`src/core/risc_decode_pkg.sv`:
```
// Shared constants for the 14-bit instruction decode and execute core.
package risc_decode_pkg;

  // ----------------------------------------------------------------
  // Instruction format selectors (bits 13:12).
  // ----------------------------------------------------------------
  localparam logic [1:0] FMT_BYTE = 2'h0;  // Byte-oriented file operations.
  localparam logic [1:0] FMT_BIT  = 2'h1;  // Bit-oriented file operations.
  localparam logic [1:0] FMT_JUMP = 2'h2;  // Call and jump.
  localparam logic [1:0] FMT_LIT  = 2'h3;  // Literal operations.

  // ----------------------------------------------------------------
  // Byte-oriented operation nibbles (bits 11:8).
  // ----------------------------------------------------------------
  localparam logic [3:0] OP_MISC      = 4'h0;  // Fixed control words and acc store.
  localparam logic [3:0] OP_OR_FILE   = 4'h4;  // or_acc_file.
  localparam logic [3:0] OP_XOR_FILE  = 4'h6;  // xor_acc_file.
  localparam logic [3:0] OP_DEC_SKIP  = 4'hb;  // dec_skip_nil.
  localparam logic [3:0] OP_ROT_DOWN  = 4'hc;  // rotate_down_file.
  localparam logic [3:0] OP_ROT_UP    = 4'hd;  // rotate_up_file.
  localparam logic [3:0] OP_NIB_SWAP  = 4'he;  // nibble_exchange.
  localparam logic [3:0] OP_INC_SKIP  = 4'hf;  // inc_skip_nil.

  // ----------------------------------------------------------------
  // Bit-oriented sub-codes (bits 11:10) and literal sub-codes (bits 11:8).
  // ----------------------------------------------------------------
  localparam logic [1:0] BIT_SKIP_LOW  = 2'h2;  // bit_test_skip_low.
  localparam logic [1:0] BIT_SKIP_HIGH = 2'h3;  // bit_test_skip_high.
  localparam logic [3:0] LIT_OR        = 4'h8;  // or_literal_acc.
  localparam logic [2:0] LIT_MINUS     = 3'h6;  // literal_minus_acc, bits 11:9.
  localparam logic [1:0] LIT_RETURN    = 2'h1;  // return_with_constant, bits 11:10.
  localparam logic [1:0] LIT_LOAD      = 2'h0;  // Literal load into the accumulator, bits 11:10.

  // ----------------------------------------------------------------
  // Fixed control words.
  // ----------------------------------------------------------------
  localparam logic [13:0] WORD_SLEEP      = 14'h0063;  // Standby entry.
  localparam logic [13:0] WORD_IRQ_RETURN = 14'h0009;  // irq_return.

  // ----------------------------------------------------------------
  // Register file addresses and field positions.
  // ----------------------------------------------------------------
  localparam logic [6:0] ADDR_TIMER_ZERO = 7'h01;  // timer_zero_count.
  localparam logic [6:0] ADDR_PORT_A     = 7'h05;  // First port register.
  localparam logic [6:0] ADDR_PORT_C     = 7'h07;  // Last port register.
  localparam logic [6:0] ADDR_IRQ_CTRL   = 7'h0b;  // irq_control_reg.
  localparam int         GLOBAL_IRQ_BIT  = 7;      // global_irq_allow position.
  localparam logic [7:0] IRQ_CTRL_RESET  = 8'h00;  // irq_control_reg after reset.
  localparam int         STACK_DEPTH     = 8;      // Hardware return stack depth.

  // ----------------------------------------------------------------
  // Wishbone register map (word addresses in byte units).
  // ----------------------------------------------------------------
  localparam logic [7:0] WB_ADDR_CTRL   = 8'h00;  // Run enable and prescaler assignment.
  localparam logic [7:0] WB_ADDR_ACC    = 8'h04;  // Accumulator, read only.
  localparam logic [7:0] WB_ADDR_STATUS = 8'h08;  // Flags, read only.
  localparam logic [7:0] WB_ADDR_PC     = 8'h0c;  // Program counter, read only.
  localparam logic [7:0] WB_ADDR_IRQ    = 8'h10;  // irq_control_reg, read and write.
  localparam int         CTRL_RUN_BIT   = 0;      // Core runs while set.
  localparam int         CTRL_PSA_BIT   = 1;      // Prescaler assigned to timer while set.

endpackage : risc_decode_pkg

```
`src/core/risc_instruction_decoder.sv`:
```
// Decode and execute core for a 14-bit instruction word with a Wishbone view.
//
// Operation
// - Nibble 0110: xor acc with file, zero flag
// - Nibble 0100: or acc with file, zero flag
// - Nibble 1011: decrement, skip when result zero
// - Nibble 1111: increment, skip when result zero
// - Nibble 1101: rotate left through carry
// - Nibble 1100: rotate right through carry
// - Bit pattern 10bb: skip when bit clear
// - Bit pattern 11bb: skip when bit set
// - Literal 110x: literal minus acc, C DC Z
// - Literal 1000: or literal into acc, Z
// - Standby word: one cycle, sets timeout flag, clears sleep flag
// - Port read-modify-write uses pin levels
// - Timer write clears prescaler when assigned
// - PC change or true test: two cycles
// - Interrupt return pops stack, sets global enable
// - Literal 01xx: load acc, return from stack
// - Nibble 1110: swap nibbles to destination
//
// Our own choice: the Wishbone register port.
`timescale 1ns/1ps
module risc_instruction_decoder #(
  parameter int FILE_DEPTH = 128  // Number of data file locations.
) (
  // Clock and reset.
  input  wire logic        clk_i,
  input  wire logic        rst_i,
  // Program memory.
  output logic [10:0]      pc_o,
  input  wire logic [13:0] instr_i,
  // Port pins, eight bits for each of three ports.
  input  wire logic [23:0] port_pins_i,
  output logic [23:0]      port_latch_o,
  // Core status.
  output logic             sleeping_o,
  output logic             prescaler_clear_o,
  // Wishbone slave.
  input  wire logic        wb_cyc_i,
  input  wire logic        wb_stb_i,
  input  wire logic        wb_we_i,
  input  wire logic [7:0]  wb_adr_i,
  input  wire logic [3:0]  wb_sel_i,
  input  wire logic [31:0] wb_dat_i,
  output logic [31:0]      wb_dat_o,
  output logic             wb_ack_o
);

  // ----------------------------------------------------------------
  // Pin synchronisers.
  // ----------------------------------------------------------------
  logic [23:0] pin_s1_q;   // First stage, read only by the second.
  logic [23:0] pin_s2_q;   // Second stage.
  logic [23:0] pin_s3_q;   // Third stage.
  logic [23:0] pin_q;      // Accepted pin level.

  // Three flops; a new level is accepted once stages two and three agree.
  always_ff @(posedge clk_i) begin
    if (rst_i) begin
      pin_s1_q <= 24'h000000;
      pin_s2_q <= 24'h000000;
      pin_s3_q <= 24'h000000;
      pin_q    <= 24'h000000;
    end else begin
      pin_s1_q <= port_pins_i;
      pin_s2_q <= pin_s1_q;
      pin_s3_q <= pin_s2_q;
      for (int i = 0; i < 24; i++) begin
        if (pin_s2_q[i] == pin_s3_q[i]) begin
          pin_q[i] <= pin_s3_q[i];
        end
      end
    end
  end

  // ----------------------------------------------------------------
  // Architectural state.
  // ----------------------------------------------------------------
  typedef enum logic [1:0] {
    ST_EXEC  = 2'b00,  // Execute a fetched word.
    ST_FLUSH = 2'b01,  // Second cycle, executed as a no-op.
    ST_SLEEP = 2'b11   // Standby, leaves only by reset.
  } exec_state_e;

  exec_state_e  state_q;                       // Sequencer state.
  logic [7:0]   acc_q;                         // Accumulator.
  logic         carry_q;                       // borrow_out_flag.
  logic         half_q;                        // half_byte_carry.
  logic         zero_q;                        // all_nil_result_flag.
  logic         wd_expiry_q;                   // watchdog_expiry_flag, active low sense.
  logic         sleep_flag_q;                  // sleep_entered_flag, active low sense.
  logic [7:0]   irq_ctrl_q;                    // irq_control_reg.
  logic [7:0]   file_q [FILE_DEPTH];           // Data file.
  logic [10:0]  stack_q [risc_decode_pkg::STACK_DEPTH]; // Return stack.
  logic [2:0]   sp_q;                          // Next free stack slot.
  logic         run_q;                         // Software run enable.
  logic         psa_q;                         // Prescaler assigned to timer.

  // ----------------------------------------------------------------
  // Decode fields.
  // ----------------------------------------------------------------
  logic [1:0] fmt;
  logic [3:0] opn;
  logic       dst;
  logic [6:0] fadr;
  logic [2:0] bsel;
  logic [7:0] lit;
  assign fmt  = instr_i[13:12];
  assign opn  = instr_i[11:8];
  assign dst  = instr_i[7];
  assign fadr = instr_i[6:0];
  assign bsel = instr_i[9:7];
  assign lit  = instr_i[7:0];

  // Port registers read back the synchronised pins, not the latches.
  logic       is_port;
  logic [7:0] fval;
  assign is_port = (fadr >= risc_decode_pkg::ADDR_PORT_A) && (fadr <= risc_decode_pkg::ADDR_PORT_C);
  always_comb begin
    fval = file_q[fadr];
    if (is_port) begin
      fval = pin_q[8 * (fadr - risc_decode_pkg::ADDR_PORT_A) +: 8];
    end else if (fadr == risc_decode_pkg::ADDR_IRQ_CTRL) begin
      fval = irq_ctrl_q;
    end
  end

  // ----------------------------------------------------------------
  // Execute decode: result, destination and flag effects.
  // ----------------------------------------------------------------
  logic [7:0] res;        // Result value.
  logic       wr_file;    // Write result to file.
  logic       wr_acc;     // Write result to accumulator.
  logic       upd_z;      // Update zero flag.
  logic       upd_c;      // Update carry flag.
  logic       new_c;      // New carry.
  logic       upd_dc;     // Update half carry.
  logic       new_dc;     // New half carry.
  logic       two_cyc;    // Second cycle needed.
  logic       do_sleep;   // Enter standby.
  logic       do_pop;     // Pop stack into PC.
  logic       do_push;    // Push return address.
  logic       do_jump;    // Load jump target.
  logic       set_gie;    // Set global_irq_allow.
  logic [8:0] diff;       // Subtraction with borrow.
  logic [4:0] hdiff;      // Low nibble subtraction.

  always_comb begin
    res      = 8'h00;
    wr_file  = 1'b0;
    wr_acc   = 1'b0;
    upd_z    = 1'b0;
    upd_c    = 1'b0;
    new_c    = 1'b0;
    upd_dc   = 1'b0;
    new_dc   = 1'b0;
    two_cyc  = 1'b0;
    do_sleep = 1'b0;
    do_pop   = 1'b0;
    do_push  = 1'b0;
    do_jump  = 1'b0;
    set_gie  = 1'b0;
    diff     = {1'b0, lit} - {1'b0, acc_q};
    hdiff    = {1'b0, lit[3:0]} - {1'b0, acc_q[3:0]};
    case (fmt)
      risc_decode_pkg::FMT_BYTE: begin
        wr_file = dst;
        wr_acc  = ~dst;
        case (opn)
          risc_decode_pkg::OP_XOR_FILE: begin
            res   = acc_q ^ fval;
            upd_z = 1'b1;
          end
          risc_decode_pkg::OP_OR_FILE: begin
            res   = acc_q | fval;
            upd_z = 1'b1;
          end
          risc_decode_pkg::OP_DEC_SKIP: begin
            res     = fval - 8'h01;
            two_cyc = (res == 8'h00);
          end
          risc_decode_pkg::OP_INC_SKIP: begin
            res     = fval + 8'h01;
            two_cyc = (res == 8'h00);
          end
          risc_decode_pkg::OP_ROT_UP: begin
            res   = {fval[6:0], carry_q};
            upd_c = 1'b1;
            new_c = fval[7];
          end
          risc_decode_pkg::OP_ROT_DOWN: begin
            res   = {carry_q, fval[7:1]};
            upd_c = 1'b1;
            new_c = fval[0];
          end
          risc_decode_pkg::OP_NIB_SWAP: begin
            res = {fval[3:0], fval[7:4]};
          end
          default: begin
            // Fixed control words and the acc store share the zero nibble; all else is a no-op.
            wr_file = 1'b0;
            wr_acc  = 1'b0;
            if (instr_i == risc_decode_pkg::WORD_SLEEP) begin
              do_sleep = 1'b1;
            end else if (instr_i == risc_decode_pkg::WORD_IRQ_RETURN) begin
              do_pop  = 1'b1;
              set_gie = 1'b1;
              two_cyc = 1'b1;
            end else if ((opn == risc_decode_pkg::OP_MISC) && dst) begin
              res     = acc_q;  // Accumulator store to the file, no flags touched.
              wr_file = 1'b1;
            end
          end
        endcase
      end
      risc_decode_pkg::FMT_BIT: begin
        if (opn[3:2] == risc_decode_pkg::BIT_SKIP_LOW) begin
          two_cyc = ~fval[bsel];
        end else if (opn[3:2] == risc_decode_pkg::BIT_SKIP_HIGH) begin
          two_cyc = fval[bsel];
        end
      end
      risc_decode_pkg::FMT_JUMP: begin
        do_jump = 1'b1;
        do_push = ~opn[3];
        two_cyc = 1'b1;
      end
      default: begin
        if (opn == risc_decode_pkg::LIT_OR) begin
          res    = acc_q | lit;
          wr_acc = 1'b1;
          upd_z  = 1'b1;
        end else if (opn[3:1] == risc_decode_pkg::LIT_MINUS) begin
          res    = diff[7:0];
          wr_acc = 1'b1;
          upd_z  = 1'b1;
          upd_c  = 1'b1;
          new_c  = ~diff[8];   // Carry set means no borrow.
          upd_dc = 1'b1;
          new_dc = ~hdiff[4];
        end else if (opn[3:2] == risc_decode_pkg::LIT_RETURN) begin
          res     = lit;
          wr_acc  = 1'b1;
          do_pop  = 1'b1;
          two_cyc = 1'b1;
        end else if (opn[3:2] == risc_decode_pkg::LIT_LOAD) begin
          res    = lit;  // Literal load into the accumulator, no flags.
          wr_acc = 1'b1;
        end
      end
    endcase
  end

  logic exec;  // An instruction executes this cycle.
  assign exec = (state_q == ST_EXEC) && run_q;

  // Sequencer: a true test or PC change adds one flushed cycle.
  always_ff @(posedge clk_i) begin
    if (rst_i) begin
      state_q <= ST_EXEC;
    end else if (exec && do_sleep) begin
      state_q <= ST_SLEEP;
    end else if (exec && two_cyc) begin
      state_q <= ST_FLUSH;
    end else if (state_q == ST_FLUSH) begin
      state_q <= ST_EXEC;
    end
  end

  // Program counter and return stack.
  always_ff @(posedge clk_i) begin
    if (rst_i) begin
      pc_o <= 11'h000;
      sp_q <= 3'h0;
    end else if (exec) begin
      if (do_jump) begin
        pc_o <= instr_i[10:0];
      end else if (do_pop) begin
        pc_o <= stack_q[sp_q - 3'h1];
      end else if (!do_sleep) begin
        // A true skip steps over the next word here, so the flush cycle leaves the pc alone.
        pc_o <= pc_o + 11'h001 + {10'h000, two_cyc};
      end
      if (do_push) begin
        stack_q[sp_q] <= pc_o + 11'h001;
        sp_q          <= sp_q + 3'h1;
      end else if (do_pop) begin
        sp_q <= sp_q - 3'h1;
      end
    end
  end

  // Accumulator and arithmetic flags.
  always_ff @(posedge clk_i) begin
    if (rst_i) begin
      acc_q   <= 8'h00;
      carry_q <= 1'b0;
      half_q  <= 1'b0;
      zero_q  <= 1'b0;
    end else if (exec) begin
      if (wr_acc) begin
        acc_q <= res;
      end
      if (upd_z) begin
        zero_q <= (res == 8'h00);
      end
      if (upd_c) begin
        carry_q <= new_c;
      end
      if (upd_dc) begin
        half_q <= new_dc;
      end
    end
  end

  // Power flags: standby clears the sleep flag and sets the timeout flag.
  always_ff @(posedge clk_i) begin
    if (rst_i) begin
      wd_expiry_q  <= 1'b1;
      sleep_flag_q <= 1'b1;
      sleeping_o   <= 1'b0;
    end else if (exec && do_sleep) begin
      wd_expiry_q  <= 1'b1;
      sleep_flag_q <= 1'b0;
      sleeping_o   <= 1'b1;
    end
  end

  // A bus write is taken on the request edge, while ack is still low.
  logic wb_ack_d_w;  // A write is taken this cycle.
  assign wb_ack_d_w = wb_cyc_i && wb_stb_i && wb_we_i && !wb_ack_o;

  // Data file, port latches, interrupt control and prescaler clear.
  always_ff @(posedge clk_i) begin
    if (rst_i) begin
      port_latch_o      <= 24'h000000;
      irq_ctrl_q        <= risc_decode_pkg::IRQ_CTRL_RESET;
      prescaler_clear_o <= 1'b0;
    end else begin
      prescaler_clear_o <= exec && wr_file && psa_q && (fadr == risc_decode_pkg::ADDR_TIMER_ZERO);
      if (exec && wr_file) begin
        file_q[fadr] <= res;
        if (is_port) begin
          port_latch_o[8 * (fadr - risc_decode_pkg::ADDR_PORT_A) +: 8] <= res;
        end
      end
      // Core writes win over a bus write in the same cycle.
      if (exec && set_gie) begin
        irq_ctrl_q[risc_decode_pkg::GLOBAL_IRQ_BIT] <= 1'b1;
      end else if (exec && wr_file && (fadr == risc_decode_pkg::ADDR_IRQ_CTRL)) begin
        irq_ctrl_q <= res;
      end else if (wb_ack_d_w && (wb_adr_i == risc_decode_pkg::WB_ADDR_IRQ) && wb_sel_i[0]) begin
        irq_ctrl_q <= wb_dat_i[7:0];
      end
    end
  end

  // ----------------------------------------------------------------
  // Wishbone slave: one wait state, ack lasts one cycle.
  // ----------------------------------------------------------------
  // Control register and read data; unmapped reads return zero.
  always_ff @(posedge clk_i) begin
    if (rst_i) begin
      wb_ack_o <= 1'b0;
      wb_dat_o <= 32'h00000000;
      run_q    <= 1'b0;
      psa_q    <= 1'b0;
    end else begin
      wb_ack_o <= wb_cyc_i && wb_stb_i && !wb_ack_o;
      if (wb_ack_d_w && (wb_adr_i == risc_decode_pkg::WB_ADDR_CTRL) && wb_sel_i[0]) begin
        run_q <= wb_dat_i[risc_decode_pkg::CTRL_RUN_BIT];
        psa_q <= wb_dat_i[risc_decode_pkg::CTRL_PSA_BIT];
      end
      case (wb_adr_i)
        risc_decode_pkg::WB_ADDR_CTRL:   wb_dat_o <= {30'h00000000, psa_q, run_q};
        risc_decode_pkg::WB_ADDR_ACC:    wb_dat_o <= {24'h000000, acc_q};
        risc_decode_pkg::WB_ADDR_STATUS: wb_dat_o <= {27'h0000000, wd_expiry_q, sleep_flag_q,
                                                      zero_q, half_q, carry_q};
        risc_decode_pkg::WB_ADDR_PC:     wb_dat_o <= {21'h000000, pc_o};
        risc_decode_pkg::WB_ADDR_IRQ:    wb_dat_o <= {24'h000000, irq_ctrl_q};
        default:                         wb_dat_o <= 32'h00000000;
      endcase
    end
  end

endmodule : risc_instruction_decoder

```
`config.mk`:
```
export PLATFORM = sky130hd
export DESIGN_NAME = risc_instruction_decoder
export DESIGN_NICKNAME = d
export VERILOG_FILES = /design/src/core/risc_decode_pkg.sv /design/src/core/risc_instruction_decoder.sv
export SDC_FILE = /design/constraint.sdc
export NUM_CORES = 1
export LEC_CHECK = 0
export BUFFER_PORTS_ARGS = -buffer_cell sky130_fd_sc_hd__buf_2
export CORE_ASPECT_RATIO = 1.4
export CORE_MARGIN = 8
export CORE_UTILIZATION = 35
export DETAILED_ROUTE_END_ITERATION = 6
export SETUP_SLACK_MARGIN = 0.02
export SYNTH_ARGS = -nofsm -noshare
export SYNTH_HDL_FRONTEND = slang
export SYNTH_SLANG_ARGS = --single-unit
```
`constraint.sdc`:
```
create_clock -name clk_i -period 11.8 [get_ports clk_i]
set_clock_uncertainty 0.1 [all_clocks]
set_input_delay 2.36 -clock clk_i [delete_from_list [all_inputs] [get_ports clk_i]]
set_output_delay 2.36 -clock clk_i [all_outputs]
set_load 0.01 [all_outputs]
```
==> flow_summary.json <==
{
  "vias": 33313,
  "slew_headroom_pct": 16.3,
  "synth_cells": 3633,
  "rows": 170,
  "clk_path_buf_depth": 3,
  "p_leak_nw": 19.9,
  "required_ps": 12230,
  "post-place-ws_ps": 2030,
  "start_util_pct": 35.1,
  "post-route-period-util_pct": 76.7,
  "dp_hpwl_mm": 106,
  "antenna_found_initial": 7,
  "worst_slack_ps": 2750,
  "ant_nets": 0,
  "drv_cap": 0,
  "cp_slowest_cell": "inv_4",
  "grt_pass1_vias": 32814,
  "end_kind": "flip-flop",
  "finalHoldViolations": 0,
  "ff2ff_path_depth": 19,
  "viasPerCell": 5.75,
  "grt_pass1_wl_mm": 236,
  "fill_cells": 14046,
  "drive_gt1_share_pct": 15.4,
  "hp-class": "flip-flop to flip-flop",
  "area_growth_pct": 12.1,
  "dieArea_um2": 167000,
  "power.density_nw_per_um2": 157,
  "synth_area_um2": 53800,
  "min_from": "pin_s1_q[4]",
  "worstMarginPinSlew_ps": 1240,
  "drt_iter0_markers": 3633,
  "whs_path_depth": 1,
  "postCtsHoldBufs": 0,
  "rrSetupSlack_ps": 5500,
  "status": "finished with violations",
  "failed_checks": "design-rule violations",
  "clkTransAtPathRegs_ps": 60,
  "worst-endpoint-arrival_ps": 9480,
  "cts_setup_buffers": 0,
  "die_w_um": 347,
  "first_pass_iters": 7,
  "criticalPathCategory": "input port to flip-flop",
  "tritoncts": "built",
  "ys_async_sr_fraction_pct": 0,
  "rsz0062_at_grt": "no",
  "cpPeakStageDelay_ps": 900,
  "timing.hold.ws_ps": 336,
  "critPathMaxFanout": 103,
  "r2r_start": "file_q[16][1]",
  "start_kind": "input port",
  "ys_types": 102,
  "setup_viol": 0,
  "yosys_warnings": 0,
  "synth_edf_count": 1112,
  "avgSynthCellArea_um2": 14.8,
  "min_period_ps": 9050,
  "grt_max_degree": 134,
  "clock_latency_ps": 760,
  "cts_resized": 0,
  "synth_seq_cells": 1284,
  "die_h_um": 480,
  "timing.fmax_ghz": 0.110,
  "root_buffer": "clkbuf_16",
  "drc": 2,
  "vdd_drop_max_mv": 0.132,
  "min_to": "pin_s2_q[4]",
  "coreArea_um2": 153000,
  "h-tree-depth": 3,
  "overflow": 0,
  "place_congestion": 0.939,
  "port_buffers": 108,
  "r2r_end": "file_q[16][1]",
  "nets": 3849,
  "final-max-slew-violation-count": 0,
  "ys_seq_area_share_pct": 68.5,
  "wl_per_cell_um": 28.5,
  "grtUsageTotal_pct": 19.1,
  "yosys_most_used_dff": "edfxtp_1",
  "worstPathCellList": "buf_8 -> buf_12 -> and2_1 -> buf_4 -> a21oi_1 -> a21o_1 -> a221oi_1 -> o311ai_0 -> o2111a_2 -> nor2_1 -> inv_1 -> ha_1 -> xor2_1 -> o22ai_1 -> mux2_2 -> nor2_1 -> o21ai_0 -> o21ai_0 -> and3_1 -> a21oi_1 -> nand2_1 -> inv_4 -> buf_4",
  "ios": 157,
  "cts_buffers": 111,
  "fin_setup_tns_ps": 0,
  "drt-total-wl_mm": 165,
  "cts.sinks": 1284
}
-- metrics by stage --
stage | instance area [um^2] | power [W] | util, % | std cells
after floorplan | 53800 | 0.00548 | - | 3653
after global placement | 56400 | 0.00572 | 36.9 | 5581
after detailed placement | 56400 | 0.00572 | 36.9 | 5581
after CTS | 60200 | 0.00951 | 39.4 | 5792
after global routing | 60200 | 0.00970 | 39.4 | 5793
final | 60200 | 0.00947 | 39.4 | 5795
-- layer usage --
layer	wire (um)	part of all wire, %	GRT usage, %
met1	60400	37	22.5
met4	11100	6.7	11.6
met2	80600	49	32.3
met5	13	0.0079	0
met3	13000	7.9	3.61
-- cells in the final DEF (no fill, tap or decap), types with 94 or more instances in the layout --
cell type | netlist | routed
nor2_1 | 288 | 286
o21ai_0 | 119 | 118
mux4_2 | 94 | 94
nor2b_1 | 105 | 100
clkbuf_16 | 0 | 113
buf_2 | 51 | 104
mux2i_1 | 203 | 203
dfxtp_1 | 172 | 172
edfxtp_1 | 1112 | 1112
nand2_1 | 185 | 184
a21oi_1 | 117 | 117
buf_4 | 58 | 94
-- where the power goes --
part           total [W]  internal (W)  switching (W)
Sequential       0.00497       0.00497     0.00000391
Combinational   0.000669      0.000188       0.000482
Clock            0.00383       0.00213        0.00170
Total            0.00947       0.00728        0.00218
-- worst max-delay path by stage --
stage	from	to	slack, ps	depth (start not counted)
global route	instr_i[1]	pc_o[10]	2340	24
finish	instr_i[1]	file_q[16][1]	2750	23
global placement	instr_i[1]	pc_o[10]	2020	26
CTS	instr_i[1]	pc_o[10]	2810	24
detailed placement	instr_i[1]	pc_o[10]	2030	24
floorplan	instr_i[1]	file_q[0][6]	820	20
-- Yosys cell counts, types with 10 or more instances --
library cell | n | area (um^2)
nand4_1 | 19 | 119
edfxtp_1 | 1112 | 33400
nor2_1 | 288 | 1080
a22oi_1 | 63 | 473
a21oi_1 | 117 | 586
xnor2_1 | 23 | 201
nor2b_1 | 105 | 657
nor4_1 | 14 | 87.6
a221o_1 | 28 | 280
and3b_1 | 10 | 87.6
o211ai_1 | 27 | 203
and3_1 | 14 | 87.6
o22a_1 | 14 | 123
mux2i_1 | 203 | 2030
mux2_1 | 19 | 214
dfxtp_1 | 172 | 3440
a22o_1 | 20 | 175
mux4_2 | 94 | 2120
buf_2 | 51 | 255
and2_1 | 11 | 68.8
a211oi_1 | 41 | 308
xor2_1 | 13 | 114
buf_1 | 14 | 52.6
o21a_1 | 10 | 75.1
clkbuf_1 | 114 | 428
a221oi_1 | 63 | 552
buf_4 | 58 | 435
inv_1 | 52 | 195
o22ai_1 | 54 | 338
o21bai_1 | 13 | 97.6
nand2b_1 | 39 | 244
nand3_1 | 51 | 255
a311oi_1 | 15 | 131
nand2_1 | 185 | 694
o2bb2ai_1 | 11 | 96.3
nor3_1 | 34 | 170
a31oi_1 | 25 | 156
o21ai_0 | 119 | 596
ha_1 | 45 | 563
mux2_2 | 53 | 597
buf_6 | 19 | 214
-- kinds of logic after synthesis --
group                      synth area share, %
and+or+nand+nor                           7.75
buffers and inverters                     3.05
DFF                                       68.5
other                                  0.00698
muxes                                     9.28
adders and majority gates                 1.08
xor gates and xnor gates                 0.587
AOI/OAI and AO/OA                         9.71
-- critical path: cells and delay by family --
| kind | cells | cell delay (ps) |
|---|---|---|
| muxes | 1 | 170 |
| AOI/OAI and AO/OA | 9 | 1870 |
| adders and majority gates | 1 | 320 |
| buffers and inverters | 6 | 2930 |
| xor gates and xnor gates | 1 | 140 |
| and+or+nand+nor | 5 | 1350 |
-- sequential cells by signal, summed over array words and instances, names as in the netlist, 2 cells and up --
register and flops:
state_q 2, acc_q 8, pc_o 11, pin_q 24, wb_dat_o 11, pin_s1_q 24, stack_q 88, sp_q 3
pin_s3_q 24, irq_ctrl_q 8, file_q 1024, pin_s2_q 24, port_latch_o 24
-- final cells by class --
cell class	instances	area (um^2)	area share, %
Clock buffer	141	3050	5.07
Inverter	59	240	0.399
Antenna cell	3	7.51	0.0125
Tap cell	1978	2470	4.11
Multi-Input combinational cell	2052	15400	25.6
Sequential cell	1284	36800	61.1
Timing Repair Buffer	208	1410	2.34
Clock inverter	70	785	1.30
Power figures use the tool's default switching activity.
